File: src/common/vfs_pkg.sv
// Package: constants, offsets and types for the video frame sync timing generator
package vfs_pkg;

  // ----------------------------------------------------------------
  // Register map (word indices on the plain register port)
  // ----------------------------------------------------------------
  localparam logic [4:0] VFS_ADR_CTRL = 5'h00;
  localparam logic [4:0] VFS_ADR_BOOT = 5'h01;
  localparam logic [4:0] VFS_ADR_HALFSYNC = 5'h02;
  localparam logic [4:0] VFS_ADR_BACKPORCH = 5'h03;
  localparam logic [4:0] VFS_ADR_DISPLAY = 5'h04;
  localparam logic [4:0] VFS_ADR_SHORTDISP = 5'h05;
  localparam logic [4:0] VFS_ADR_BROADPULSE = 5'h06;
  localparam logic [4:0] VFS_ADR_LINETIME = 5'h07;
  localparam logic [4:0] VFS_ADR_VVISIBLE = 5'h08;
  localparam logic [4:0] VFS_ADR_LEADEQ = 5'h09;
  localparam logic [4:0] VFS_ADR_TRAILEQ = 5'h0a;
  localparam logic [4:0] VFS_ADR_VSYNC = 5'h0b;
  localparam logic [4:0] VFS_ADR_EXTRA_VERTICAL_BLANK_HALFLINES = 5'h0c;
  localparam logic [4:0] VFS_ADR_LEAD = 5'h0d;
  localparam logic [4:0] VFS_ADR_STATUS = 5'h0e;

  // ----------------------------------------------------------------
  // Control word fields
  // ----------------------------------------------------------------
  localparam int VFS_CTL_EN = 0;
  localparam int VFS_CTL_INTERLACE = 1;
  localparam int VFS_CTL_SLAVE = 2;
  localparam int VFS_CTL_PINSEL_LO = 4;
  localparam int VFS_CTL_NOSYNC = 6;
  localparam int VFS_CTL_DLY_LO = 8;
  localparam int VFS_CTL_NOBLANK = 11;
  localparam logic [11:0] VFS_CTL_RESET = 12'h000;

  // Bootstrap word fields
  localparam int VFS_BOOT_PLL_LO = 0;
  localparam int VFS_BOOT_SRC = 5;
  localparam int VFS_BOOT_ALIGN = 6;
  localparam logic [6:0] VFS_BOOT_RESET = 7'h00;

  // ----------------------------------------------------------------
  // Timing
  // ----------------------------------------------------------------
  localparam int VFS_CLK_MHZ = 125;
  localparam int VFS_BOOT_WAIT_NS = 50;
  localparam int VFS_BOOT_WAIT_CYC = (VFS_BOOT_WAIT_NS * VFS_CLK_MHZ + 999) / 1000;
  localparam int VFS_SU_PIXELS = 4;

  // Frame phase
  typedef enum logic [2:0] {
    VFS_PH_IDLE = 3'b000,
    VFS_PH_PREEQ = 3'b001,
    VFS_PH_VSYNC = 3'b011,
    VFS_PH_POSTEQ = 3'b010,
    VFS_PH_EXTRA_VERTICAL_BLANK_HALFLINES = 3'b110,
    VFS_PH_VISIBLE = 3'b111
  } vfs_phase_t;

  // Segment inside a line
  typedef enum logic [2:0] {
    VFS_SG_SYNC1 = 3'b000,
    VFS_SG_SYNC2 = 3'b001,
    VFS_SG_BACK = 3'b011,
    VFS_SG_DISP = 3'b010,
    VFS_SG_FRONT = 3'b110
  } vfs_seg_t;

endpackage : vfs_pkg

File: src/design/vfs_frame_gen.sv
// Frame-level video timing generator with register port and sync pins
//
// Functional notes
// - Vertical counts are in half lines; non-interlaced visible count is twice lines.
// - Equalisation, sync and blank periods count half lines; blanking is their sum.
// - Sync low lasts broad pulse in vertical sync, half sync in equalisation.
// - Flyback loops are half a line; equalisation uses short display.
// - Vertical sync half lines hold only broad pulse then front porch.
// - Bootstrap word after reset sets PLL, clock source, alignment; then clear enable.
// - In master mode, enabling starts generation immediately at the start of frame sync.
// - Sync and blank feed DACs unless control bits 6 or 11 suppress them.
// - Sync and blank take an extra programmable delay of zero to seven clocks.
// - Master mode drives both pins low active; frame pin carries plain frame sync.
// - Bits 5:4 select serrated composite, plain composite or line sync.
// - Slave mode takes both pins as inputs and starts frames from the frame pin.
// - Line timing counts are in screen units of four pixels.
// - Flyback flag rises entering frame flyback, falls entering active display.
`timescale 1ns/1ns
`default_nettype none
module vfs_frame_gen
  import vfs_pkg::*;
#(
  parameter int CW = 12
) (
  // Clock and reset
  input wire logic sys_clk,
  input wire logic rst,
  // Register port
  input wire logic [4:0] reg_addr,
  input wire logic [31:0] reg_wdata,
  input wire logic reg_wr,
  input wire logic reg_rd,
  output logic [31:0] reg_rdata,
  // Bootstrap results
  output logic [4:0] pll_factor,
  output logic clk_src_sel,
  output logic port_align64,
  // Sync pins, three-signal form
  input wire logic frame_sync_pin_n_i,
  output logic frame_sync_pin_n_o,
  output logic frame_sync_pin_n_oe,
  input wire logic combined_sync_pin_n_i,
  output logic combined_sync_pin_n_o,
  output logic combined_sync_pin_n_oe,
  // DAC feed and status
  output logic dac_sync_n,
  output logic dac_blank_n,
  output logic vertical_flyback_flag
);
  import vfs_pkg::*;

  // ----------------------------------------------------------------
  // Registers
  // ----------------------------------------------------------------
  logic [11:0] ctrl_q;
  logic [6:0] boot_q;
  logic boot_done_q;
  logic [CW-1:0] halfsync_q, backporch_q, display_q, shortdisp_q, broad_q, linetime_q;
  logic [CW-1:0] vvis_q, leadeq_q, traileq_q, vsync_q, extra_vertical_blank_halflines_q, lead_q;
  logic [31:0] rdata_q;
  logic [7:0] boot_wait_q;

  wire en = ctrl_q[VFS_CTL_EN];
  wire slave = ctrl_q[VFS_CTL_SLAVE];
  wire [1:0] pinsel = ctrl_q[VFS_CTL_PINSEL_LO +: 2];
  wire [2:0] dly_sel = ctrl_q[VFS_CTL_DLY_LO +: 3];
  wire wr_ctrl = reg_wr && reg_addr == VFS_ADR_CTRL;
  // Boot word taken only once the settle time after reset has passed
  wire boot_ok = boot_wait_q == 8'(VFS_BOOT_WAIT_CYC);
  wire wr_boot = reg_wr && reg_addr == VFS_ADR_BOOT && boot_ok && !boot_done_q;
  // Timing registers ignore writes while running
  wire wr_par = reg_wr && !en;

  always_ff @(posedge sys_clk) begin
    if (rst) begin
      boot_wait_q <= 8'h00;
    end else if (!boot_ok) begin
      boot_wait_q <= boot_wait_q + 8'h01;
    end
  end

  always_ff @(posedge sys_clk) begin
    if (rst) begin
      boot_q <= VFS_BOOT_RESET;
      boot_done_q <= 1'b0;
    end else if (wr_boot) begin
      boot_q <= reg_wdata[6:0];
      boot_done_q <= 1'b1;
    end
  end

  always_ff @(posedge sys_clk) begin
    if (rst) begin
      ctrl_q <= VFS_CTL_RESET;
    end else if (wr_ctrl) begin
      ctrl_q <= reg_wdata[11:0];
    end
  end

  always_ff @(posedge sys_clk) begin
    if (rst) begin
      halfsync_q <= '0;
      backporch_q <= '0;
      display_q <= '0;
      shortdisp_q <= '0;
      broad_q <= '0;
      linetime_q <= '0;
      vvis_q <= '0;
      leadeq_q <= '0;
      traileq_q <= '0;
      vsync_q <= '0;
      extra_vertical_blank_halflines_q <= '0;
      lead_q <= '0;
    end else if (wr_par) begin
      case (reg_addr)
        VFS_ADR_HALFSYNC: halfsync_q <= reg_wdata[CW-1:0];
        VFS_ADR_BACKPORCH: backporch_q <= reg_wdata[CW-1:0];
        VFS_ADR_DISPLAY: display_q <= reg_wdata[CW-1:0];
        VFS_ADR_SHORTDISP: shortdisp_q <= reg_wdata[CW-1:0];
        VFS_ADR_BROADPULSE: broad_q <= reg_wdata[CW-1:0];
        VFS_ADR_LINETIME: linetime_q <= reg_wdata[CW-1:0];
        VFS_ADR_VVISIBLE: vvis_q <= reg_wdata[CW-1:0];
        VFS_ADR_LEADEQ: leadeq_q <= reg_wdata[CW-1:0];
        VFS_ADR_TRAILEQ: traileq_q <= reg_wdata[CW-1:0];
        VFS_ADR_VSYNC: vsync_q <= reg_wdata[CW-1:0];
        VFS_ADR_EXTRA_VERTICAL_BLANK_HALFLINES: extra_vertical_blank_halflines_q <= reg_wdata[CW-1:0];
        VFS_ADR_LEAD: lead_q <= reg_wdata[CW-1:0];
        default: ;
      endcase
    end
  end

  // ----------------------------------------------------------------
  // Slave pin synchronisers
  // ----------------------------------------------------------------
  logic [1:0] vs_sync_q, cs_sync_q;
  logic vs_prev_q;
  always_ff @(posedge sys_clk) begin
    if (rst) begin
      vs_sync_q <= 2'b11;
      cs_sync_q <= 2'b11;
      vs_prev_q <= 1'b1;
    end else begin
      vs_sync_q <= {vs_sync_q[0], frame_sync_pin_n_i};
      cs_sync_q <= {cs_sync_q[0], combined_sync_pin_n_i};
      vs_prev_q <= vs_sync_q[1];
    end
  end
  wire ext_frame = slave && vs_prev_q && !vs_sync_q[1];

  // ----------------------------------------------------------------
  // Frame state machine
  // ----------------------------------------------------------------
  vfs_phase_t ph_q, ph_d;
  vfs_seg_t sg_q, sg_d;
  logic [CW-1:0] seg_cnt_q, seg_cnt_d, line_cnt_q, line_cnt_d, hl_cnt_q, hl_cnt_d;
  logic en_q;

  wire [CW-1:0] half_line = linetime_q >> 1;
  wire flyback = ph_q != VFS_PH_VISIBLE && ph_q != VFS_PH_EXTRA_VERTICAL_BLANK_HALFLINES;
  // Flyback half lines end at half line time, others at full line time
  wire [CW-1:0] line_end = flyback ? half_line : linetime_q;
  wire line_done = line_cnt_q == line_end - 1'b1;
  wire start = (en && !en_q && !slave) || (en && ext_frame);

  // Plain mux: a function reading registers would hide them from the sensitivity
  wire [CW-1:0] ph_len = (ph_q == VFS_PH_PREEQ) ? leadeq_q :
    (ph_q == VFS_PH_VSYNC) ? vsync_q :
    (ph_q == VFS_PH_POSTEQ) ? traileq_q :
    (ph_q == VFS_PH_EXTRA_VERTICAL_BLANK_HALFLINES) ? extra_vertical_blank_halflines_q :
    (ph_q == VFS_PH_VISIBLE) ? vvis_q : '0;

  function automatic vfs_phase_t next_ph(input vfs_phase_t p);
    case (p)
      VFS_PH_PREEQ: next_ph = VFS_PH_VSYNC;
      VFS_PH_VSYNC: next_ph = VFS_PH_POSTEQ;
      VFS_PH_POSTEQ: next_ph = VFS_PH_EXTRA_VERTICAL_BLANK_HALFLINES;
      VFS_PH_EXTRA_VERTICAL_BLANK_HALFLINES: next_ph = VFS_PH_VISIBLE;
      default: next_ph = VFS_PH_PREEQ;
    endcase
  endfunction : next_ph

  // Full lines use two half-line units each
  wire [CW-1:0] hl_step = flyback ? CW'(1) : CW'(2);
  wire phase_done = hl_cnt_q + hl_step >= ph_len;

  // Segment length in screen units
  always_comb begin
    logic [CW-1:0] seg_len;
    seg_len = '0;
    case (sg_q)
      VFS_SG_SYNC1: seg_len = (ph_q == VFS_PH_VSYNC) ? broad_q : halfsync_q;
      VFS_SG_SYNC2: seg_len = halfsync_q;
      VFS_SG_BACK: seg_len = backporch_q;
      VFS_SG_DISP: seg_len = (flyback) ? shortdisp_q : display_q;
      default: seg_len = '1;
    endcase
    ph_d = ph_q;
    sg_d = sg_q;
    seg_cnt_d = seg_cnt_q + 1'b1;
    line_cnt_d = line_cnt_q + 1'b1;
    hl_cnt_d = hl_cnt_q;
    if (!en) begin
      ph_d = VFS_PH_IDLE;
    end else if (start) begin
      ph_d = VFS_PH_PREEQ;
      sg_d = VFS_SG_SYNC1;
      seg_cnt_d = '0;
      line_cnt_d = '0;
      hl_cnt_d = '0;
    end else if (ph_q != VFS_PH_IDLE) begin
      if (line_done) begin
        seg_cnt_d = '0;
        line_cnt_d = '0;
        sg_d = VFS_SG_SYNC1;
        if (phase_done) begin
          ph_d = next_ph(ph_q);
          hl_cnt_d = '0;
        end else begin
          hl_cnt_d = hl_cnt_q + hl_step;
        end
      end else if (sg_q != VFS_SG_FRONT && seg_cnt_q == seg_len - 1'b1) begin
        seg_cnt_d = '0;
        // Vertical sync: broad pulse then straight to front porch
        if (sg_q == VFS_SG_SYNC1 && ph_q == VFS_PH_VSYNC) begin
          sg_d = VFS_SG_FRONT;
        end else if (sg_q == VFS_SG_SYNC1 && flyback) begin
          sg_d = VFS_SG_BACK;
        end else begin
          case (sg_q)
            VFS_SG_SYNC1: sg_d = VFS_SG_SYNC2;
            VFS_SG_SYNC2: sg_d = VFS_SG_BACK;
            VFS_SG_BACK: sg_d = VFS_SG_DISP;
            default: sg_d = VFS_SG_FRONT;
          endcase
        end
      end
    end
  end

  // Counters tick once per screen unit of four pixels
  always_ff @(posedge sys_clk) begin
    if (rst) begin
      ph_q <= VFS_PH_IDLE;
      sg_q <= VFS_SG_SYNC1;
      seg_cnt_q <= '0;
      line_cnt_q <= '0;
      hl_cnt_q <= '0;
      en_q <= 1'b0;
    end else begin
      ph_q <= ph_d;
      sg_q <= sg_d;
      seg_cnt_q <= seg_cnt_d;
      line_cnt_q <= line_cnt_d;
      hl_cnt_q <= hl_cnt_d;
      en_q <= en;
    end
  end

  // ----------------------------------------------------------------
  // Sync and blank generation
  // ----------------------------------------------------------------
  wire active = ph_q != VFS_PH_IDLE;
  wire in_sync = active && (sg_q == VFS_SG_SYNC1 || sg_q == VFS_SG_SYNC2);
  wire serr_n = !in_sync;
  wire vsync_n = !(active && ph_q == VFS_PH_VSYNC);
  // Line sync only from full-line sync segments
  wire hsync_n = !(in_sync && !flyback);
  wire plain_cs_n = vsync_n && hsync_n;
  wire blank_n = active && ph_q == VFS_PH_VISIBLE && sg_q == VFS_SG_DISP;
  wire pin_cs_n = pinsel[1] ? hsync_n : (pinsel[0] ? plain_cs_n : serr_n);
  wire [1:0] dly_out;

  vfs_delay_line #(.WIDTH(2), .DEPTH(8)) u_dly (
    .sys_clk(sys_clk),
    .rst(rst),
    .dly_sel(dly_sel),
    .din({serr_n, blank_n}),
    .dout(dly_out)
  );

  always_ff @(posedge sys_clk) begin
    if (rst) begin
      dac_sync_n <= 1'b1;
      dac_blank_n <= 1'b0;
      frame_sync_pin_n_o <= 1'b1;
      combined_sync_pin_n_o <= 1'b1;
      frame_sync_pin_n_oe <= 1'b0;
      combined_sync_pin_n_oe <= 1'b0;
      vertical_flyback_flag <= 1'b0;
    end else begin
      dac_sync_n <= dly_out[1] | ctrl_q[VFS_CTL_NOSYNC];
      dac_blank_n <= dly_out[0] | ctrl_q[VFS_CTL_NOBLANK];
      frame_sync_pin_n_o <= vsync_n;
      combined_sync_pin_n_o <= pin_cs_n;
      frame_sync_pin_n_oe <= !slave;
      combined_sync_pin_n_oe <= !slave;
      if (ph_d == VFS_PH_VISIBLE) begin
        vertical_flyback_flag <= 1'b0;
      end else if (ph_d != VFS_PH_IDLE) begin
        vertical_flyback_flag <= 1'b1;
      end
    end
  end

  // ----------------------------------------------------------------
  // Bootstrap outputs and read port
  // ----------------------------------------------------------------
  always_ff @(posedge sys_clk) begin
    if (rst) begin
      pll_factor <= 5'h00;
      clk_src_sel <= 1'b0;
      port_align64 <= 1'b0;
    end else begin
      pll_factor <= boot_q[VFS_BOOT_PLL_LO +: 5];
      clk_src_sel <= boot_q[VFS_BOOT_SRC];
      port_align64 <= boot_q[VFS_BOOT_ALIGN];
    end
  end

  logic [31:0] rd_mux;
  always_comb begin
    rd_mux = 32'h0;
    case (reg_addr)
      VFS_ADR_CTRL: rd_mux = {20'h0, ctrl_q};
      VFS_ADR_BOOT: rd_mux = {25'h0, boot_q};
      VFS_ADR_STATUS: rd_mux = {24'h0, boot_done_q, vertical_flyback_flag,
                                cs_sync_q[1], sg_q, ph_q[1:0]};
      default: rd_mux = 32'h0;
    endcase
    if (!en) begin
      case (reg_addr)
        VFS_ADR_HALFSYNC: rd_mux = 32'(halfsync_q);
        VFS_ADR_BACKPORCH: rd_mux = 32'(backporch_q);
        VFS_ADR_DISPLAY: rd_mux = 32'(display_q);
        VFS_ADR_SHORTDISP: rd_mux = 32'(shortdisp_q);
        VFS_ADR_BROADPULSE: rd_mux = 32'(broad_q);
        VFS_ADR_LINETIME: rd_mux = 32'(linetime_q);
        VFS_ADR_VVISIBLE: rd_mux = 32'(vvis_q);
        VFS_ADR_LEADEQ: rd_mux = 32'(leadeq_q);
        VFS_ADR_TRAILEQ: rd_mux = 32'(traileq_q);
        VFS_ADR_VSYNC: rd_mux = 32'(vsync_q);
        VFS_ADR_EXTRA_VERTICAL_BLANK_HALFLINES: rd_mux = 32'(extra_vertical_blank_halflines_q);
        VFS_ADR_LEAD: rd_mux = 32'(lead_q);
        default: ;
      endcase
    end
  end

  always_ff @(posedge sys_clk) begin
    if (rst) begin
      rdata_q <= 32'h0;
    end else begin
      rdata_q <= reg_rd ? rd_mux : 32'h0;
    end
  end
  assign reg_rdata = rdata_q;

  // ----------------------------------------------------------------
  // Checks
  // ----------------------------------------------------------------
  chk_start_preeq: assert property (@(posedge sys_clk) disable iff (rst)
    (en && !en_q && !slave) |=> ph_q == VFS_PH_PREEQ && sg_q == VFS_SG_SYNC1)
    else $error("enable did not start frame sync");
  chk_vsync_seq: assert property (@(posedge sys_clk) disable iff (rst)
    (ph_q == VFS_PH_VSYNC && $changed(sg_q) && sg_q != VFS_SG_SYNC1) |-> sg_q == VFS_SG_FRONT)
    else $error("vertical sync line left broad pulse wrongly");
  chk_flag_vis: assert property (@(posedge sys_clk) disable iff (rst)
    (ph_q == VFS_PH_VISIBLE) |-> !vertical_flyback_flag)
    else $error("flyback flag set in visible area");
  chk_flag_fly: assert property (@(posedge sys_clk) disable iff (rst)
    $rose(ph_q == VFS_PH_PREEQ) |-> vertical_flyback_flag)
    else $error("flyback flag missing in flyback");
  chk_pin_dir: assert property (@(posedge sys_clk) disable iff (rst)
    slave ##1 slave |-> !frame_sync_pin_n_oe && !combined_sync_pin_n_oe)
    else $error("pins driven in slave mode");
  chk_vs_plain: assert property (@(posedge sys_clk) disable iff (rst)
    !slave ##1 (ph_q != VFS_PH_VSYNC) |=> frame_sync_pin_n_o)
    else $error("frame sync pin low outside vertical sync");
  chk_nosync_dac: assert property (@(posedge sys_clk) disable iff (rst)
    ctrl_q[VFS_CTL_NOSYNC] |=> dac_sync_n)
    else $error("sync reached DAC while suppressed");
  chk_blank_fly: assert property (@(posedge sys_clk) disable iff (rst)
    (flyback && dly_sel == 3'h0 && !ctrl_q[VFS_CTL_NOBLANK]) |=> !dac_blank_n)
    else $error("blank dropped during flyback");
  chk_par_lock: assert property (@(posedge sys_clk) disable iff (rst)
    (en && reg_wr && reg_addr == VFS_ADR_LINETIME) |=> $stable(linetime_q))
    else $error("parameter changed while running");
endmodule : vfs_frame_gen
`default_nettype wire

File: src/design/vfs_delay_line.sv
// Programmable 0..7 cycle delay for sync and blank
`timescale 1ns/1ns
`default_nettype none
module vfs_delay_line #(
  parameter int WIDTH = 2,
  parameter int DEPTH = 8
) (
  // Clock and reset
  input wire logic sys_clk,
  input wire logic rst,
  // Data
  input wire logic [2:0] dly_sel,
  input wire logic [WIDTH-1:0] din,
  output logic [WIDTH-1:0] dout
);
  wire [WIDTH-1:0] tap [DEPTH];

  // Tap 0 is the undelayed input
  assign tap[0] = din;

  genvar g;
  generate
    for (g = 1; g < DEPTH; g++) begin : g_tap
      // One register per stage, so every tap has a single driver
      logic [WIDTH-1:0] stage_q;
      always_ff @(posedge sys_clk) begin
        if (rst) begin
          stage_q <= '1;
        end else begin
          stage_q <= tap[g-1];
        end
      end
      assign tap[g] = stage_q;
    end
  endgenerate

  assign dout = tap[dly_sel];
endmodule : vfs_delay_line
`default_nettype wire

File: config.mk
export PLATFORM = sky130hd
export DESIGN_NAME = vfs_frame_gen
export DESIGN_NICKNAME = d
export VERILOG_FILES = /design/src/common/vfs_pkg.sv /design/src/design/vfs_frame_gen.sv /design/src/design/vfs_delay_line.sv
export SDC_FILE = /design/constraint.sdc
export NUM_CORES = 1
export LEC_CHECK = 0
export CORE_ASPECT_RATIO = 0.75
export CORE_MARGIN = 2
export CORE_UTILIZATION = 30
export CTS_CLUSTER_DIAMETER = 200
export DETAILED_ROUTE_END_ITERATION = 10
export DONT_BUFFER_PORTS = 1
export PLACE_DENSITY_LB_ADDON = 0.12
export REMOVE_ABC_BUFFERS = 1
export SLEW_MARGIN = 25
export SYNTH_ARGS = -nofsm -noshare
export SYNTH_HDL_FRONTEND = slang
export SYNTH_SLANG_ARGS = --single-unit
File: constraint.sdc
create_clock -name sys_clk -period 4.1 [get_ports sys_clk]
set_input_delay 0.82 -clock sys_clk [delete_from_list [all_inputs] [get_ports sys_clk]]
set_output_delay 0.82 -clock sys_clk [all_outputs]
set_load 0.01 [all_outputs]
# Word-level counts from Yosys, hierarchy flattened

Index checks and enable logic that the tools add are counted.

Reduce and logical (&&, ||, !) cells: 54
Add/sub/neg operators: 6
Eq/ne operators: 29
Mux-type cells: 44
Bitwise gates (word level): 4
Magnitude comparators: 2

Operators with widths:

| operator                                                              | count |
|---|---|
| 32-bit one-hot mux with 12 select lines                               | 1 |
| 12-bit 2-to-1 mux                                                     | 21 |
| 12-bit one-hot mux with 4 select lines                                | 1 |
| 12-bit one-hot mux with 3 select lines                                | 1 |
| 5-bit by 4-bit == test with 1-bit output (second input constant)      | 7 |
| 3-bit 2-to-1 mux                                                      | 11 |
| 32-bit 2-to-1 mux                                                     | 1 |
| 12-bit by 1-bit adder with 12-bit output (second input constant)      | 2 |
| 12-bit == test                                                        | 2 |
| 2-bit AND reduction                                                   | 12 |
| 12-bit by 1-bit subtractor with 12-bit output (second input constant) | 2 |
| 5-bit by 3-bit == test with 1-bit output (second input constant)      | 4 |
| 1-bit logical AND                                                     | 20 |
| 12-bit by 2-bit adder with 12-bit output                              | 1 |
| 3-bit by 2-bit == test with 1-bit output (second input constant)      | 4 |
| 12-bit >= comparator                                                  | 1 |
| 3-bit one-hot mux with 4 select lines                                 | 1 |
| 5-bit by 2-bit == test with 1-bit output (second input constant)      | 2 |
| 3-bit == test (second input constant)                                 | 3 |
| 1-bit logical NOT                                                     | 9 |
| 3-bit != test (second input constant)                                 | 3 |
| 3-bit one-hot mux with 3 select lines                                 | 1 |
| 3-bit nonzero test                                                    | 3 |
| 8-bit by 1-bit adder with 8-bit output (second input constant)        | 1 |
| 16 further kinds                                                      | 25 |

Register bits after elaboration: 279
Word-level logic and storage cells: 181
Input bits: 43
Output and inout bits: 46

# Longest topological paths before layout

Gate-level depths: netlist of the first run.

Depth after elaboration: 14
Mapped depth: 19
Mapped depth without buffers: 16

# Modules after synthesis

Synthesis of the first run repeated with hierarchy kept, for this count alone.

Cell total of the unflattened synthesis: 1,645
Area, all modules: 13,072.5 sq um

Modules (own cells, without submodules):

| module         | area an instance (sq um) | instances | seq. area each (sq um) | cells an instance |
|---|---|---|---|---|
| vfs_frame_gen  | 12,573.3                 | 1         | 4,904.7                | 1,610 |
| vfs_delay_line | 499.2                    | 1         | 280.3                  | 35 |

# Least setup slack after synthesis of the first run

OpenSTA, ideal clock, no wires.

Kind: reg-to-reg
From: reg ph_q[2]
To: reg hl_cnt_q[7]
Library setup time: 0.072 ns
Period minus slack after synthesis: 4.178 ns
Data arrival time: 4.107 ns
Data required time: 4.028 ns
Path slack: -0.078 ns
Cell stages (with the launch flop): 17
Buffers on the path: 4
Cell sequence: dfxtp_1 buf_4 and2_1 inv_2 buf_6 clkbuf_1 mux2i_1 ha_1 or2b_2 nor4b_4 mux2i_1 or4b_4 or4_1 buf_6 nor4_4 nand2_2 mux2i_1

Cells in the longest elaborated chain, start to end: 11
Elaborated cells between the ends (all ways): 27
Those cells by class: add/sub (2); order compare (1); eq/ne (8); mux (11); reduce/logical (5)

RTL lines:

| element                                                                           | RTL line             | text |
|---|---|---|
| start, declared                                                                   | vfs_frame_gen.sv:154 | `vfs_phase_t ph_q, ph_d;` |
| start signal, assigned                                                            | vfs_frame_gen.sv:251 | `ph_q <= ph_d;` |
| branches (longest 11 deep; another with 12-bit by 2-bit adder with 12-bit output) | -                    |  |
| end signal, assigned                                                              | vfs_frame_gen.sv:255 | `hl_cnt_q <= hl_cnt_d;` |
| end, declared                                                                     | vfs_frame_gen.sv:156 | `logic [CW-1:0] seg_cnt_q, seg_cnt_d, line_cnt_q, line_cnt_d, hl_cnt_q, hl_cnt_d;` |

Several ways; the timed one is not identified. The select of a mux whose other input is x is not followed.
A chain may end at the register's enable or synchronous reset.

# Worst setup path in the final report of the first run

Same ends and word-level chain as after synthesis.

==> metrics.txt, run 1 <==
# TYPE chip_impl_metric gauge
chip_impl_metric{name="clock-sinks",unit=""} 259
chip_impl_info{name="cp_common_cell",value="sky130_fd_sc_hd__mux2i_1"} 1
chip_impl_info{name="rsz0062_at_grt",value="false"} 1
chip_impl_metric{name="layout.cell_area.non_filler",unit="um^2"} 15100
chip_impl_metric{name="placed_cell_area",unit="um^2"} 14100
chip_impl_metric{name="worstPathArrival",unit="ns"} 4.38
chip_impl_metric{name="detail_route.wl_per_cell",unit="um"} 22.6
chip_impl_metric{name="timing_max_transition_violations_final",unit=""} 0
chip_impl_metric{name="maxClockFrequency",unit="MHz"} 258
chip_impl_info{name="post_synth_main_area_contributors",value="sky130_fd_sc_hd__dfxtp_1 39%, sky130_fd_sc_hd__nand2_1 10%, sky130_fd_sc_hd__a21oi_1 7.4%"} 1
chip_impl_metric{name="multi_input_comb_area",unit="um^2"} 7510
chip_impl_metric{name="nFillCells",unit=""} 4580
chip_impl_info{name="crit_slowest_cell",value="sky130_fd_sc_hd__or4b_4"} 1
chip_impl_metric{name="ant_nets",unit=""} 0
chip_impl_info{name="path_class",value="register to register"} 1
chip_impl_metric{name="insertedDiodeCount",unit=""} 0
chip_impl_info{name="clockRootBuffer",value="sky130_fd_sc_hd__clkbuf_16"} 1
chip_impl_metric{name="synthesis.area_per_instance",unit="um^2"} 8.05
chip_impl_metric{name="layout.core_utilization",unit="%"} 34.6
chip_impl_info{name="postSynth.topFlopCell",value="sky130_fd_sc_hd__dfxtp_1"} 1
chip_impl_metric{name="vias_in_the_first_global_route",unit=""} 11500
chip_impl_metric{name="grt_max_degree",unit=""} 205
chip_impl_metric{name="finish.cell_count_without_fillers",unit=""} 2240
chip_impl_metric{name="grtUsageTotal",unit="%"} 21.5
chip_impl_metric{name="tightestPinTransition",unit="ns"} 0.975
chip_impl_metric{name="ys_warn_count",unit=""} 0
chip_impl_info{name="most_common_cell_after_layout_fill_and_taps_aside",value="sky130_fd_sc_hd__nand2_1"} 1
chip_impl_metric{name="core_area",unit="um^2"} 43700
chip_impl_metric{name="area_growth",unit="%"} 12.9
chip_impl_metric{name="synthArstFlopShare",unit="%"} 0
chip_impl_metric{name="cts_made_buffers",unit=""} 29
chip_impl_metric{name="timing.slew.headroom",unit="%"} 34.9
chip_impl_metric{name="start_util",unit="%"} 30.6
chip_impl_metric{name="dp_hpwl",unit="mm"} 36.2
chip_impl_metric{name="die_area",unit="um^2"} 46300
chip_impl_metric{name="synth_seq_cells",unit=""} 259
chip_impl_info{name="netlist.top_cell.by_area",value="sky130_fd_sc_hd__dfxtp_1"} 1
chip_impl_info{name="clock_tree_from_tritoncts",value="yes"} 1
chip_impl_metric{name="finalCritPeriodShare",unit="%"} 94.7
chip_impl_info{name="outcome",value="finished clean"} 1
chip_impl_metric{name="globalRoute.totalOverflow",unit=""} 0
chip_impl_info{name="end_of_the_worst_register_to_register_path",value="hl_cnt_q[7]$_SDFFE_PP0P_"} 1
chip_impl_metric{name="total_leakage_power",unit="nW"} 5.24
chip_impl_metric{name="post-place-cells",unit=""} 2187
chip_impl_info{name="critical_path.cell_chain",value="and2_4 -> inv_4 -> a21oi_2 -> ha_1 -> or2b_2 -> nor4b_4 -> mux2i_1 -> or4b_4 -> or4_1 -> buf_4 -> nor4_4 -> buf_6 -> nand2_2 -> mux2i_1"} 1
chip_impl_metric{name="timing.reg2reg.worst_path_depth",unit=""} 14
chip_impl_metric{name="synth_enable_flop_cells",unit=""} 0
chip_impl_metric{name="min_period",unit="ns"} 3.88
chip_impl_metric{name="finalHoldViolations",unit=""} 0
chip_impl_info{name="timing_startpoint_of_the_critical_path",value="ph_q[2]$_SDFF_PP0_"} 1
chip_impl_metric{name="drt_first_pass_iters",unit=""} 7
chip_impl_metric{name="weighted_congestion_reported_at_the_end_of_routability_driven_placement",unit=""} 0.880
chip_impl_metric{name="critical_path_required",unit="ns"} 4.60
chip_impl_metric{name="power.density_cell_area",unit="nW/um^2"} 363
chip_impl_info{name="worst_setup_path_start_kind",value="register"} 1
chip_impl_metric{name="detail_route.drc_violations",unit=""} 0
chip_impl_info{name="commonest_cells_after_routing_fill_and_taps_aside",value="361 x sky130_fd_sc_hd__nand2_1, 259 x sky130_fd_sc_hd__dfxtp_1, 196 x sky130_fd_sc_hd__a21oi_1, 78 x sky130_fd_sc_hd__nor2_1, 64 x sky130_fd_sc_hd__buf_4"} 1
chip_impl_info{name="worst_r2r_startpoint",value="ph_q[2]$_SDFF_PP0_"} 1
chip_impl_metric{name="vias_per_cell",unit=""} 5.48
chip_impl_metric{name="register_cell_area_after_layout",unit="um^2"} 5180
chip_impl_info{name="worstSetupEndpoint",value="hl_cnt_q[7]$_SDFFE_PP0P_"} 1
chip_impl_metric{name="setup_tns",unit="ns"} 0
chip_impl_metric{name="timing.hold.ws",unit="ns"} 0.357
chip_impl_metric{name="final_critical_path_setup_slack",unit="ns"} 0.219
chip_impl_metric{name="synth_top_area_share",unit="%"} 38.8
chip_impl_metric{name="critical-path-max-stage-delay",unit="ns"} 0.56
chip_impl_info{name="hold_class",value="input port to register"} 1
chip_impl_metric{name="vertical_die_dimension",unit="um"} 187
chip_impl_metric{name="die_w",unit="um"} 248
chip_impl_metric{name="first_iter_violations",unit=""} 1269
chip_impl_metric{name="post_cts_hold_buffer_count",unit=""} 0
chip_impl_info{name="setup.worst_path.end_class",value="register"} 1
chip_impl_metric{name="clk_latency",unit="ns"} 0.57
chip_impl_metric{name="yosysUniqueCellTypes",unit=""} 94
chip_impl_metric{name="dr_total_vias",unit=""} 12300
chip_impl_metric{name="grt_pass1_wl",unit="mm"} 75.6
chip_impl_metric{name="fraction_of_final_layout_cells_sized_beyond_drive_strength_1",unit="%"} 11.3
chip_impl_metric{name="syn_area",unit="um^2"} 13400
chip_impl_metric{name="rrSetupSlack",unit="ns"} 0.22
chip_impl_metric{name="peakVddDrop",unit="mV"} 0.276
chip_impl_metric{name="buffers_from_clock_root_to_sink_at_most",unit=""} 3
chip_impl_metric{name="skew",unit="ns"} 0.0106
chip_impl_metric{name="dp_worst_setup_slack",unit="ns"} 0.0451
chip_impl_metric{name="power.total",unit="mW"} 5.48
chip_impl_metric{name="drt_wl_total",unit="mm"} 50.7
chip_impl_metric{name="synth_seq_area_share",unit="%"} 38.8
chip_impl_metric{name="fp-row-count",unit=""} 66
chip_impl_metric{name="max_cap_violations",unit=""} 0
chip_impl_metric{name="grt_antenna_before_repair",unit=""} 0
chip_impl_metric{name="critical_path_peak_fanout",unit=""} 9
chip_impl_metric{name="place.port_buffers",unit=""} 0
chip_impl_metric{name="h_tree_levels",unit=""} 1
chip_impl_metric{name="postSynthCellCount",unit=""} 1662
chip_impl_metric{name="pin_count",unit=""} 89
chip_impl_metric{name="clk_transition_reported_paths",unit="ns"} 0.06
chip_impl_metric{name="setup_viol_count_final",unit=""} 0
chip_impl_metric{name="final_net_count",unit=""} 1702
critical path, delay by kind of cell (launching register included):
kind / cells / cell delay (ns)
adder cells (fa/ha/maj): 1 / 0.20
flip-flops: 1 / 0.40
AND/OR/NAND/NOR: 7 / 2.27
buffers and inverters: 3 / 0.48
AO/OA/AOI/OAI: 1 / 0.20
multiplexers: 2 / 0.26
report_power, final:
part / internal (mW) / switching (mW) / leakage (nW) / total [mW]
sequential: 2.54 / 0.0292 / 2.09 / 2.57
clock: 1.58 / 1.15 / 0.488 / 2.73
combinational: 0.0668 / 0.114 / 2.66 / 0.181
total: 4.19 / 1.29 / 5.24 / 5.48
worst min path at each step:
stage | endpoint | slack [ns] | cells after the start | start
2_1_floorplan | cs_sync_q[1]$_SDFF_PP1_ | 0.39 | 1 | cs_sync_q[0]$_SDFF_PP1_
3_3_place_gp | vs_sync_q[1]$_SDFF_PP1_ | 0.39 | 1 | vs_sync_q[0]$_SDFF_PP1_
3_5_place_dp | vs_sync_q[1]$_SDFF_PP1_ | 0.39 | 1 | vs_sync_q[0]$_SDFF_PP1_
4_1_cts | traileq_q[10]$_SDFFE_PP0P_ | 0.31 | 1 | rst
5_1_grt | vs_sync_q[0]$_SDFF_PP1_ | 0.34 | 1 | frame_sync_pin_n_i
6_report | vs_sync_q[0]$_SDFF_PP1_ | 0.36 | 1 | frame_sync_pin_n_i
routing by layer:
layer,global-route usage (%),part of all wire (%),up-vias
met2,29.6,41,408
met1,32.3,48,5965
met3,6.86,9.0,68
met4,4.56,2.0,0
met5,0,0,-
li1,-,-,5832
cell usage after synthesis, types with 5 or more instances:
library cell / number
sky130_fd_sc_hd__buf_6: 5
sky130_fd_sc_hd__a31oi_1: 17
sky130_fd_sc_hd__inv_1: 16
sky130_fd_sc_hd__or3_1: 6
sky130_fd_sc_hd__a211oi_1: 18
sky130_fd_sc_hd__a21boi_0: 5
sky130_fd_sc_hd__nand2_1: 361
sky130_fd_sc_hd__nor2_1: 80
sky130_fd_sc_hd__nand3_1: 48
sky130_fd_sc_hd__nand4_1: 13
sky130_fd_sc_hd__and2_1: 23
sky130_fd_sc_hd__a21o_1: 7
sky130_fd_sc_hd__nor4_1: 13
sky130_fd_sc_hd__a22oi_1: 45
sky130_fd_sc_hd__mux2i_1: 29
sky130_fd_sc_hd__ha_1: 19
sky130_fd_sc_hd__nor3_1: 42
sky130_fd_sc_hd__dfxtp_1: 259
sky130_fd_sc_hd__nand2b_1: 8
sky130_fd_sc_hd__buf_4: 23
sky130_fd_sc_hd__a222oi_1: 8
sky130_fd_sc_hd__a221oi_1: 17
sky130_fd_sc_hd__mux4_2: 12
sky130_fd_sc_hd__buf_1: 5
sky130_fd_sc_hd__nor3b_1: 5
sky130_fd_sc_hd__o211ai_1: 5
sky130_fd_sc_hd__buf_2: 10
sky130_fd_sc_hd__o21ai_0: 24
sky130_fd_sc_hd__xor2_1: 25
sky130_fd_sc_hd__clkbuf_1: 98
sky130_fd_sc_hd__nor2b_1: 11
sky130_fd_sc_hd__a22o_1: 23
sky130_fd_sc_hd__or2_2: 19
sky130_fd_sc_hd__o21a_1: 5
sky130_fd_sc_hd__and3_1: 29
sky130_fd_sc_hd__xnor2_1: 33
sky130_fd_sc_hd__a21oi_1: 197
repair_timing:
item,4_1_cts,5_1_grt
buffers inserted,0,0
gates resized for setup,0,9
endpoints found under the setup margin,0,36
endpoints found under the hold margin,0,0
cell type report:
type / instances / area share (%)
Multi-Input combinational cell: 1260 / 49.7
Tap cell: 578 / 4.79
Clock inverter: 16 / 1.14
Sequential cell: 259 / 34.4
Clock buffer: 37 / 5.34
Inverter: 17 / 0.439
Timing Repair Buffer: 73 / 4.20
flip-flops by register name, summed over array words and instances (netlist names), 3 cells and up:
name,cells
u_dly.g_tap.stage_q,14
extra_vertical_blank_halflines_q,12
pll_factor,5
leadeq_q,12
vsync_q,12
lead_q,12
traileq_q,12
sg_q,3
hl_cnt_q,12
ph_q,3
reg_rdata,12
line_cnt_q,12
vvis_q,12
linetime_q,12
boot_wait_q,8
shortdisp_q,12
halfsync_q,12
seg_cnt_q,12
boot_q,7
display_q,12
backporch_q,12
broad_q,12
ctrl_q,12
logic make-up (layout without fill, tap and decap cells):
logic type               count (synthesis)  in the layout  synth area share [%]
adder cells (fa/ha/maj)                 20             20                  1.85
other                                    1             20                0.0280
AND/OR/NAND/NOR                        698            698                  24.8
multiplexers                            43             43                  4.36
flip-flops                             259            259                  38.8
AO/OA/AOI/OAI                          420            420                  20.4
XOR/XNOR                                59             59                  3.97
buffers and inverters                  162            143                  5.84
Note: power is estimated with default switching activity, not from simulation.
==> run 2: changes to the inputs <==
--- a/config.mk
+++ b/config.mk
@@ -5,10 +5,11 @@
 export SDC_FILE = /design/constraint.sdc
 export NUM_CORES = 1
 export LEC_CHECK = 0
+export ABC_AREA = 1
 export CORE_ASPECT_RATIO = 0.75
-export CORE_MARGIN = 2
+export CORE_MARGIN = 5
 export CORE_UTILIZATION = 30
-export CTS_CLUSTER_DIAMETER = 200
+export CTS_CLUSTER_DIAMETER = 120
 export DETAILED_ROUTE_END_ITERATION = 10
 export DONT_BUFFER_PORTS = 1
 export PLACE_DENSITY_LB_ADDON = 0.12
==> metrics.txt, run 2 <==
# TYPE chip_impl_metric gauge
chip_impl_metric{name="fraction_of_final_layout_cells_sized_beyond_drive_strength_1",unit="%"} 7.58
chip_impl_metric{name="grtUsageTotal",unit="%"} 19.8
chip_impl_metric{name="largest_register_ffs",unit=""} 14
chip_impl_metric{name="critical-path-max-stage-delay",unit="ns"} 0.36
chip_impl_info{name="netlist.top_cell.by_area",value="sky130_fd_sc_hd__dfxtp_1"} 1
chip_impl_info{name="rsz0062_at_grt",value="false"} 1
chip_impl_metric{name="finalCritPeriodShare",unit="%"} 88.5
chip_impl_metric{name="drt_first_pass_iters",unit=""} 6
chip_impl_info{name="most_common_cell_after_layout_fill_and_taps_aside",value="sky130_fd_sc_hd__nor2_1"} 1
chip_impl_metric{name="vertical_die_dimension",unit="um"} 192
chip_impl_metric{name="vias_in_the_first_global_route",unit=""} 11800
chip_impl_info{name="setup.worst_path.end_class",value="register"} 1
chip_impl_metric{name="grt_antenna_before_repair",unit=""} 0
chip_impl_metric{name="placed_cell_area",unit="um^2"} 13800
chip_impl_metric{name="tightestPinTransition",unit="ns"} 1.04
chip_impl_info{name="dr.max_layer_used",value="met4"} 1
chip_impl_metric{name="total_leakage_power",unit="nW"} 6.14
chip_impl_metric{name="cts_post_setup_buffers_inserted",unit=""} 0
chip_impl_metric{name="maxClockFrequency",unit="MHz"} 275
chip_impl_info{name="postSynth.topFlopCell",value="sky130_fd_sc_hd__dfxtp_1"} 1
chip_impl_metric{name="skew",unit="ns"} 0.0310
chip_impl_metric{name="p_int",unit="mW"} 4.39
chip_impl_metric{name="buffers_from_clock_root_to_sink_at_most",unit=""} 3
chip_impl_metric{name="timing.slew.headroom",unit="%"} 28.6
chip_impl_metric{name="critical_path_required",unit="ns"} 4.56
chip_impl_metric{name="setup_viol_count_final",unit=""} 0
chip_impl_metric{name="first_iter_violations",unit=""} 1177
chip_impl_metric{name="grt_pass1_wl",unit="mm"} 73.7
chip_impl_metric{name="cp_num_buf_inv",unit=""} 4
chip_impl_metric{name="peakVddDrop",unit="mV"} 0.332
chip_impl_metric{name="post-place-cells",unit=""} 2433
chip_impl_metric{name="die_area",unit="um^2"} 48300
chip_impl_metric{name="min_period",unit="ns"} 3.63
chip_impl_metric{name="muxShareOfSynthArea",unit="%"} 0
chip_impl_metric{name="drt_wl_total",unit="mm"} 48.9
chip_impl_metric{name="h_tree_levels",unit=""} 1
chip_impl_info{name="hold_class",value="input port to register"} 1
chip_impl_metric{name="vias_per_cell",unit=""} 5.08
chip_impl_metric{name="synthArstFlopShare",unit="%"} 0
chip_impl_metric{name="die_w",unit="um"} 252
chip_impl_metric{name="worstPathArrival",unit="ns"} 4.09
chip_impl_metric{name="switching_share",unit="%"} 24.0
chip_impl_metric{name="detail_route.drc_violations",unit=""} 0
chip_impl_info{name="critical_path.cell_chain",value="buf_4 -> nand2_1 -> nor2_2 -> buf_4 -> inv_1 -> buf_4 -> a21oi_1 -> nor2_1 -> ha_1 -> xnor2_1 -> a31oi_1 -> nand2_1 -> nor2_1 -> nand2_1 -> a21oi_1 -> nand3_1 -> nor2_1 -> nand3_1 -> nand2_2 -> nand2_1 -> nand2_2 -> nor2_1"} 1
chip_impl_metric{name="core_area",unit="um^2"} 43400
chip_impl_metric{name="yosys.area_share.simple",unit="%"} 24.2
chip_impl_metric{name="postSynthCellCount",unit=""} 1897
chip_impl_info{name="commonest_cells_after_routing_fill_and_taps_aside",value="285 x sky130_fd_sc_hd__nor2_1, 276 x sky130_fd_sc_hd__nand2_1, 259 x sky130_fd_sc_hd__dfxtp_1, 225 x sky130_fd_sc_hd__inv_1, 200 x sky130_fd_sc_hd__o21ai_0"} 1
chip_impl_metric{name="clk_transition_reported_paths",unit="ns"} 0.06
chip_impl_metric{name="power.density_cell_area",unit="nW/um^2"} 387
chip_impl_metric{name="synth_seq_area_share",unit="%"} 39.3
chip_impl_metric{name="synthXorXnorAreaFrac",unit="%"} 3.06
chip_impl_metric{name="area_growth",unit="%"} 12.9
chip_impl_metric{name="power.total",unit="mW"} 5.77
chip_impl_metric{name="met2RoutedLength",unit="mm"} 18.7
chip_impl_metric{name="timing_max_transition_violations_final",unit=""} 0
chip_impl_metric{name="yosysUniqueCellTypes",unit=""} 51
chip_impl_metric{name="synth_enable_flop_cells",unit=""} 0
chip_impl_metric{name="clk_latency",unit="ns"} 0.60
chip_impl_info{name="yosys-top-cells-count",value="285 x sky130_fd_sc_hd__nor2_1, 276 x sky130_fd_sc_hd__nand2_1, 259 x sky130_fd_sc_hd__dfxtp_1"} 1
chip_impl_info{name="crit_slowest_cell",value="sky130_fd_sc_hd__dfxtp_1"} 1
chip_impl_metric{name="wl_met3",unit="mm"} 3.92
chip_impl_metric{name="synth_adder_area_share",unit="%"} 1.80
chip_impl_metric{name="detail_route.wl_per_cell",unit="um"} 19.7
chip_impl_metric{name="place.port_buffers",unit=""} 0
chip_impl_info{name="path_class",value="register to register"} 1
chip_impl_metric{name="fp-row-count",unit=""} 66
chip_impl_metric{name="nFillCells",unit=""} 4733
chip_impl_info{name="post_synth_main_area_contributors",value="sky130_fd_sc_hd__dfxtp_1 39%, sky130_fd_sc_hd__nor2_1 8.1%, sky130_fd_sc_hd__nand2_1 7.8%"} 1
chip_impl_metric{name="post_cts.resized_instances",unit=""} 0
chip_impl_metric{name="final_net_count",unit=""} 1950
chip_impl_info{name="clockRootBuffer",value="sky130_fd_sc_hd__clkbuf_16"} 1
chip_impl_info{name="regMostFlops",value="u_dly.g_tap.stage_q"} 1
chip_impl_info{name="worst_setup_path_start_kind",value="register"} 1
chip_impl_info{name="clock_tree_from_tritoncts",value="yes"} 1
chip_impl_metric{name="dp_hpwl",unit="mm"} 36.7
chip_impl_metric{name="insertedDiodeCount",unit=""} 0
chip_impl_metric{name="ant_nets",unit=""} 0
chip_impl_metric{name="syn_area",unit="um^2"} 13200
chip_impl_info{name="timing.critical_path.max_delay_family",value="simple AND/OR/NAND/NOR gates"} 1
chip_impl_metric{name="netSwitchingPower",unit="mW"} 1.38
chip_impl_info{name="outcome",value="finished clean"} 1
chip_impl_metric{name="ys_warn_count",unit=""} 0
chip_impl_metric{name="finish.cell_count_without_fillers",unit=""} 2490
chip_impl_metric{name="dr_total_vias",unit=""} 12700
chip_impl_metric{name="synth_top_area_share",unit="%"} 39.3
chip_impl_metric{name="globalRoute.totalOverflow",unit=""} 0
chip_impl_metric{name="wl_met1",unit="mm"} 25.1
chip_impl_metric{name="max_cap_violations",unit=""} 0
chip_impl_metric{name="post_cts_hold_buffer_count",unit=""} 0
chip_impl_metric{name="synth_compound_gate_area_share",unit="%"} 20.9
chip_impl_metric{name="grt_max_degree",unit=""} 63
chip_impl_metric{name="cts_made_buffers",unit=""} 31
chip_impl_metric{name="weighted_congestion_reported_at_the_end_of_routability_driven_placement",unit=""} 0.931
chip_impl_metric{name="pin_count",unit=""} 89
chip_impl_metric{name="critical_path_peak_fanout",unit=""} 12
chip_impl_metric{name="power_frac_comb",unit="%"} 4.3
chip_impl_metric{name="layout.cell_area.non_filler",unit="um^2"} 14900
chip_impl_info{name="synth_most_common_cell",value="sky130_fd_sc_hd__nor2_1"} 1
chip_impl_metric{name="clock-sinks",unit=""} 259
chip_impl_metric{name="pwr-share-clk",unit="%"} 51.0
chip_impl_metric{name="power.share.sequential",unit="%"} 44.7
chip_impl_metric{name="synth_seq_cells",unit=""} 259
chip_impl_info{name="synth_top_family_by_area",value="simple AND/OR/NAND/NOR gates"} 1
chip_impl_metric{name="finalHoldViolations",unit=""} 0
chip_impl_metric{name="start_util",unit="%"} 30.4
chip_impl_metric{name="synthesis.area_per_instance",unit="um^2"} 6.96
==> run 2: cell types whose count changed after synthesis, sizes merged, moves of 31 or more <==
cell	previous run	this run
nor3	42	11
o22ai	4	41
o21ai	26	224
a22oi	45	8
a21oi	197	140
nand2	362	283
nor2	80	297
nand3	48	87
clkbuf	101	68
inv	17	229
==> run 2: path summary, 6_finish.rpt <==
kind / start / end / depth (start not counted) / slack [ns]
setup / recovery: ph_q[1]$_SDFF_PP0_ / seg_cnt_q[5]$_SDFF_PP0_ / 22 / 0.47
hold / removal: rst / boot_wait_q[2]$_SDFFE_PP0P_ / 1 / 0.29
setup reg to reg: ph_q[1]$_SDFF_PP0_ / seg_cnt_q[5]$_SDFF_PP0_ / 22 / 0.47
hold reg to reg: u_dly.g_tap[4].stage_q[0]$_SDFF_PP1_ / u_dly.g_tap[5].stage_q[0]$_SDFF_PP1_ / 2 / 0.41
==> run 2: cell families after synthesis <==
group,Yosys count
compound gates,485
xor+xnor,43
fa+ha+maj,19
buf+inv,342
flops,259
other cells,1
simple gates,748
==> run 2: cell type report <==
| class | count | area [um^2] | area share [%] |
|---|---|---|---|
| Clock buffer | 38 | 832 | 5.58 |
| Multi-Input combinational cell | 1315 | 6680 | 44.8 |
| Sequential cell | 259 | 5180 | 34.8 |
| Timing Repair Buffer | 45 | 350 | 2.35 |
| Tap cell | 578 | 723 | 4.85 |
| Inverter | 236 | 888 | 5.96 |
| Clock inverter | 19 | 250 | 1.68 |
==> run 2: metal layers <==
metal | vias up | track usage, %
met5 | - | 0
met4 | 0 | 4.51
met3 | 79 | 4.93
met2 | 396 | 27.4
met1 | 5920 | 30.5
li1 | 6256 | -
==> run 2: power groups by stage <==
stage | registers (mW) | logic (mW) | clock network [mW]
global placement | 2.63 | 0.238 | 0
finish | 2.58 | 0.246 | 2.94
floorplan | 2.63 | 0.172 | 0
detailed placement | 2.63 | 0.242 | 0
global route | 2.58 | 0.279 | 3.11
CTS | 2.58 | 0.243 | 3.01
==> run 2: per-stage QoR <==
stage               hold WS [ns]  setup WS, ns  util, %  TNS [ns]
global placement           0.396         0.509     31.8         0
global route               0.266        0.0140     34.3         0
detailed placement         0.399         0.502     31.8         0
CTS                        0.257         0.479     34.3         0
floorplan                  0.388        -0.104        -    -0.951
finish                     0.289         0.470     34.3         0
==> run 3: changes to the inputs <==
--- a/config.mk
+++ b/config.mk
@@ -9,11 +9,11 @@
 export CORE_ASPECT_RATIO = 0.75
 export CORE_MARGIN = 5
 export CORE_UTILIZATION = 30
+export CTS_BUF_LIST = sky130_fd_sc_hd__clkbuf_16
 export CTS_CLUSTER_DIAMETER = 120
 export DETAILED_ROUTE_END_ITERATION = 10
 export DONT_BUFFER_PORTS = 1
 export PLACE_DENSITY_LB_ADDON = 0.12
-export REMOVE_ABC_BUFFERS = 1
 export SLEW_MARGIN = 25
 export SYNTH_ARGS = -nofsm -noshare
 export SYNTH_HDL_FRONTEND = slang
==> metrics.txt, run 3 (synthesis gave the netlist of run 2 again) <==
# TYPE chip_impl_metric gauge
chip_impl_info{name="outcome",value="finished clean"} 1
chip_impl_metric{name="vias_per_cell",unit=""} 5.07
chip_impl_metric{name="final_net_count",unit=""} 1942
chip_impl_metric{name="detail_route.drc_violations",unit=""} 0
chip_impl_info{name="timing.critical_path.max_delay_family",value="simple AND/OR/NAND/NOR gates"} 1
chip_impl_metric{name="power.density_cell_area",unit="nW/um^2"} 383
chip_impl_metric{name="cts_post_setup_buffers_inserted",unit=""} 0
chip_impl_info{name="timing_startpoint_of_the_critical_path",value="ph_q[1]$_SDFF_PP0_"} 1
chip_impl_metric{name="largest_register_ffs",unit=""} 14
chip_impl_metric{name="buffers_from_clock_root_to_sink_at_most",unit=""} 3
chip_impl_metric{name="timing.slew.headroom",unit="%"} 31.7
chip_impl_metric{name="dr_total_vias",unit=""} 12600
chip_impl_metric{name="setup_tns",unit="ns"} 0
chip_impl_info{name="cp_common_cell",value="sky130_fd_sc_hd__nand2_1"} 1
chip_impl_metric{name="timing.reg2reg.worst_path_depth",unit=""} 24
chip_impl_metric{name="first_iter_violations",unit=""} 1152
chip_impl_metric{name="vias_in_the_first_global_route",unit=""} 11600
chip_impl_metric{name="cts_made_buffers",unit=""} 30
chip_impl_metric{name="min_period",unit="ns"} 3.71
chip_impl_info{name="commonest_cells_after_routing_fill_and_taps_aside",value="285 x sky130_fd_sc_hd__nor2_1, 276 x sky130_fd_sc_hd__nand2_1, 259 x sky130_fd_sc_hd__dfxtp_1, 232 x sky130_fd_sc_hd__inv_1, 199 x sky130_fd_sc_hd__o21ai_0"} 1
chip_impl_info{name="clockRootBuffer",value="sky130_fd_sc_hd__clkbuf_16"} 1
chip_impl_metric{name="final_critical_path_setup_slack",unit="ns"} 0.390
chip_impl_info{name="most_common_cell_after_layout_fill_and_taps_aside",value="sky130_fd_sc_hd__nor2_1"} 1
chip_impl_metric{name="total_leakage_power",unit="nW"} 6.10
chip_impl_metric{name="vertical_die_dimension",unit="um"} 192
chip_impl_metric{name="finalHoldViolations",unit=""} 0
chip_impl_info{name="worstSetupEndpoint",value="vertical_flyback_flag$_SDFFE_PP0P_"} 1
chip_impl_metric{name="h_tree_levels",unit=""} 1
chip_impl_metric{name="insertedDiodeCount",unit=""} 0
chip_impl_info{name="setup.worst_path.end_class",value="register"} 1
chip_impl_metric{name="pin_count",unit=""} 89
chip_impl_metric{name="setup_viol_count_final",unit=""} 0
chip_impl_metric{name="drt_wl_total",unit="mm"} 49.2
chip_impl_info{name="critical_path.cell_chain",value="buf_4 -> inv_1 -> nor2_1 -> inv_1 -> nor2_1 -> inv_1 -> o22ai_1 -> a21oi_1 -> o21ai_0 -> a21oi_1 -> ha_1 -> a21oi_1 -> or2_2 -> nand2_1 -> a21oi_1 -> nand3_1 -> o21ai_0 -> nand4_1 -> nand2_1 -> nand2_1 -> nand2_1 -> nand4_1 -> nand2_1 -> inv_1"} 1
chip_impl_info{name="clock_tree_from_tritoncts",value="yes"} 1
chip_impl_metric{name="finalCritPeriodShare",unit="%"} 90.5
chip_impl_metric{name="dp_worst_setup_slack",unit="ns"} 0.465
chip_impl_metric{name="rrSetupSlack",unit="ns"} 0.39
chip_impl_metric{name="worstPathArrival",unit="ns"} 4.22
chip_impl_info{name="crit_slowest_cell",value="sky130_fd_sc_hd__dfxtp_1"} 1
chip_impl_metric{name="fraction_of_final_layout_cells_sized_beyond_drive_strength_1",unit="%"} 6.62
chip_impl_metric{name="peakVddDrop",unit="mV"} 0.308
chip_impl_info{name="worst_r2r_startpoint",value="ph_q[1]$_SDFF_PP0_"} 1
chip_impl_metric{name="grt_max_degree",unit=""} 74
chip_impl_info{name="regMostFlops",value="u_dly.g_tap.stage_q"} 1
chip_impl_metric{name="maxClockFrequency",unit="MHz"} 270
chip_impl_metric{name="start_util",unit="%"} 30.4
chip_impl_metric{name="tightestPinTransition",unit="ns"} 1.02
chip_impl_metric{name="core_area",unit="um^2"} 43400
chip_impl_metric{name="max_cap_violations",unit=""} 0
chip_impl_metric{name="critical_path_peak_fanout",unit=""} 13
chip_impl_info{name="end_of_the_worst_register_to_register_path",value="vertical_flyback_flag$_SDFFE_PP0P_"} 1
chip_impl_metric{name="cp_num_buf_inv",unit=""} 5
chip_impl_metric{name="skew",unit="ns"} 0.0477
chip_impl_metric{name="grt_antenna_before_repair",unit=""} 0
chip_impl_metric{name="detail_route.wl_per_cell",unit="um"} 19.8
chip_impl_info{name="worst_setup_path_start_kind",value="register"} 1
chip_impl_metric{name="clk_transition_reported_paths",unit="ns"} 0.07
chip_impl_metric{name="die_w",unit="um"} 252
chip_impl_metric{name="clk_latency",unit="ns"} 0.60
chip_impl_info{name="path_class",value="register to register"} 1
chip_impl_metric{name="area_growth",unit="%"} 12.1
chip_impl_info{name="hold_class",value="input port to register"} 1
chip_impl_info{name="rsz0062_at_grt",value="false"} 1
chip_impl_metric{name="die_area",unit="um^2"} 48300
chip_impl_metric{name="critical-path-max-stage-delay",unit="ns"} 0.34
chip_impl_metric{name="grtUsageTotal",unit="%"} 19.8
chip_impl_metric{name="clock-sinks",unit=""} 259
chip_impl_metric{name="grt_pass1_wl",unit="mm"} 73.2
chip_impl_metric{name="path_depth",unit=""} 24
chip_impl_metric{name="weighted_congestion_reported_at_the_end_of_routability_driven_placement",unit=""} 0.872
chip_impl_metric{name="fp-row-count",unit=""} 66
chip_impl_metric{name="globalRoute.totalOverflow",unit=""} 0
chip_impl_metric{name="ant_nets",unit=""} 0
chip_impl_metric{name="dp_hpwl",unit="mm"} 35.7
chip_impl_metric{name="critical_path_required",unit="ns"} 4.61
chip_impl_metric{name="timing_max_transition_violations_final",unit=""} 0
chip_impl_metric{name="drt_first_pass_iters",unit=""} 6
chip_impl_metric{name="place.port_buffers",unit=""} 0
==> run 3: cell types whose count changed in the layout (fill, tap and decap cells not counted), moves of 4 or more <==
cell / before / now
sky130_fd_sc_hd__buf_4: 44 / 37
sky130_fd_sc_hd__clkinv_2: 8 / 4
sky130_fd_sc_hd__inv_1: 225 / 232
sky130_fd_sc_hd__clkinv_1: 6 / 12
sky130_fd_sc_hd__clkbuf_1: 4 / 0
==> run 3: timing repair <==
action / 4_1_cts / 5_1_grt
setup endpoints to repair: 0 / 1
resized for setup: 0 / 1
hold buffers: 0 / 0
==> run 3: how the worst min path moves through the flow <==
stage,startpoint,endpoint,depth (start not counted)
final,rst,ph_q[0]$_SDFF_PP0_,1
after global routing,rst,ph_q[0]$_SDFF_PP0_,1
after CTS,rst,ph_q[0]$_SDFF_PP0_,1
after detailed placement,cs_sync_q[0]$_SDFF_PP1_,cs_sync_q[1]$_SDFF_PP1_,1
after global placement,cs_sync_q[0]$_SDFF_PP1_,cs_sync_q[1]$_SDFF_PP1_,1
after floorplan,u_dly.g_tap[4].stage_q[0]$_SDFF_PP1_,u_dly.g_tap[5].stage_q[0]$_SDFF_PP1_,2
==> run 3: worst reg2reg max path: stages (launching register included) <==
cell and delay, ns:
sky130_fd_sc_hd__dfxtp_1 0.34, sky130_fd_sc_hd__buf_4 0.23, sky130_fd_sc_hd__inv_1 0.08, sky130_fd_sc_hd__nor2_1 0.10
sky130_fd_sc_hd__inv_1 0.07, sky130_fd_sc_hd__nor2_1 0.23, sky130_fd_sc_hd__inv_1 0.22, sky130_fd_sc_hd__o22ai_1 0.21
sky130_fd_sc_hd__a21oi_1 0.06, sky130_fd_sc_hd__o21ai_0 0.23, sky130_fd_sc_hd__a21oi_1 0.11, sky130_fd_sc_hd__ha_1 0.32
sky130_fd_sc_hd__a21oi_1 0.11, sky130_fd_sc_hd__or2_2 0.11, sky130_fd_sc_hd__nand2_1 0.04, sky130_fd_sc_hd__a21oi_1 0.14
sky130_fd_sc_hd__nand3_1 0.26, sky130_fd_sc_hd__o21ai_0 0.23, sky130_fd_sc_hd__nand4_1 0.13, sky130_fd_sc_hd__nand2_1 0.09
sky130_fd_sc_hd__nand2_1 0.05, sky130_fd_sc_hd__nand2_1 0.07, sky130_fd_sc_hd__nand4_1 0.09, sky130_fd_sc_hd__nand2_1 0.08
sky130_fd_sc_hd__inv_1 0.03
==> run 3: through the flow <==
| step | cells | power, mW | utilization (%) | hold WS, ns | area (um^2) |
|---|---|---|---|---|---|
| after floorplan | 1916 | 2.83 | - | 0.388 | 13300 |
| after CTS | 2480 | 5.73 | 34.1 | 0.261 | 14800 |
| after global placement | 2426 | 2.87 | 31.7 | 0.396 | 13800 |
| after detailed placement | 2426 | 2.87 | 31.7 | 0.398 | 13800 |
| after global routing | 2480 | 5.87 | 34.1 | 0.279 | 14800 |
| final | 2480 | 5.67 | 34.1 | 0.309 | 14800 |
==> run 3: cell type report <==
| type | instances | area (um^2) |
|---|---|---|
| Multi-Input combinational cell | 1315 | 6680 |
| Clock inverter | 24 | 279 |
| Sequential cell | 259 | 5180 |
| Inverter | 236 | 888 |
| Tap cell | 578 | 723 |
| Clock buffer | 30 | 751 |
| Timing Repair Buffer | 38 | 298 |
| Fill cell | 4760 | 28600 |
==> run 3: report_power, final <==
| part | total, mW | switching, mW | internal, mW | leakage, nW |
|---|---|---|---|---|
| Clock | 2.85 | 1.15 | 1.70 | 0.528 |
| Sequential | 2.58 | 0.0276 | 2.55 | 2.09 |
| Combinational | 0.238 | 0.166 | 0.0727 | 3.48 |
==> run 3: per-layer routing <==
metal	vias up	GRT usage, %	routed length (um)
met1	5894	30.0	24300
met4	0	4.38	1140
li1	6247	-	-
met3	60	3.94	3590
met2	381	28.8	20200
met5	-	0	0
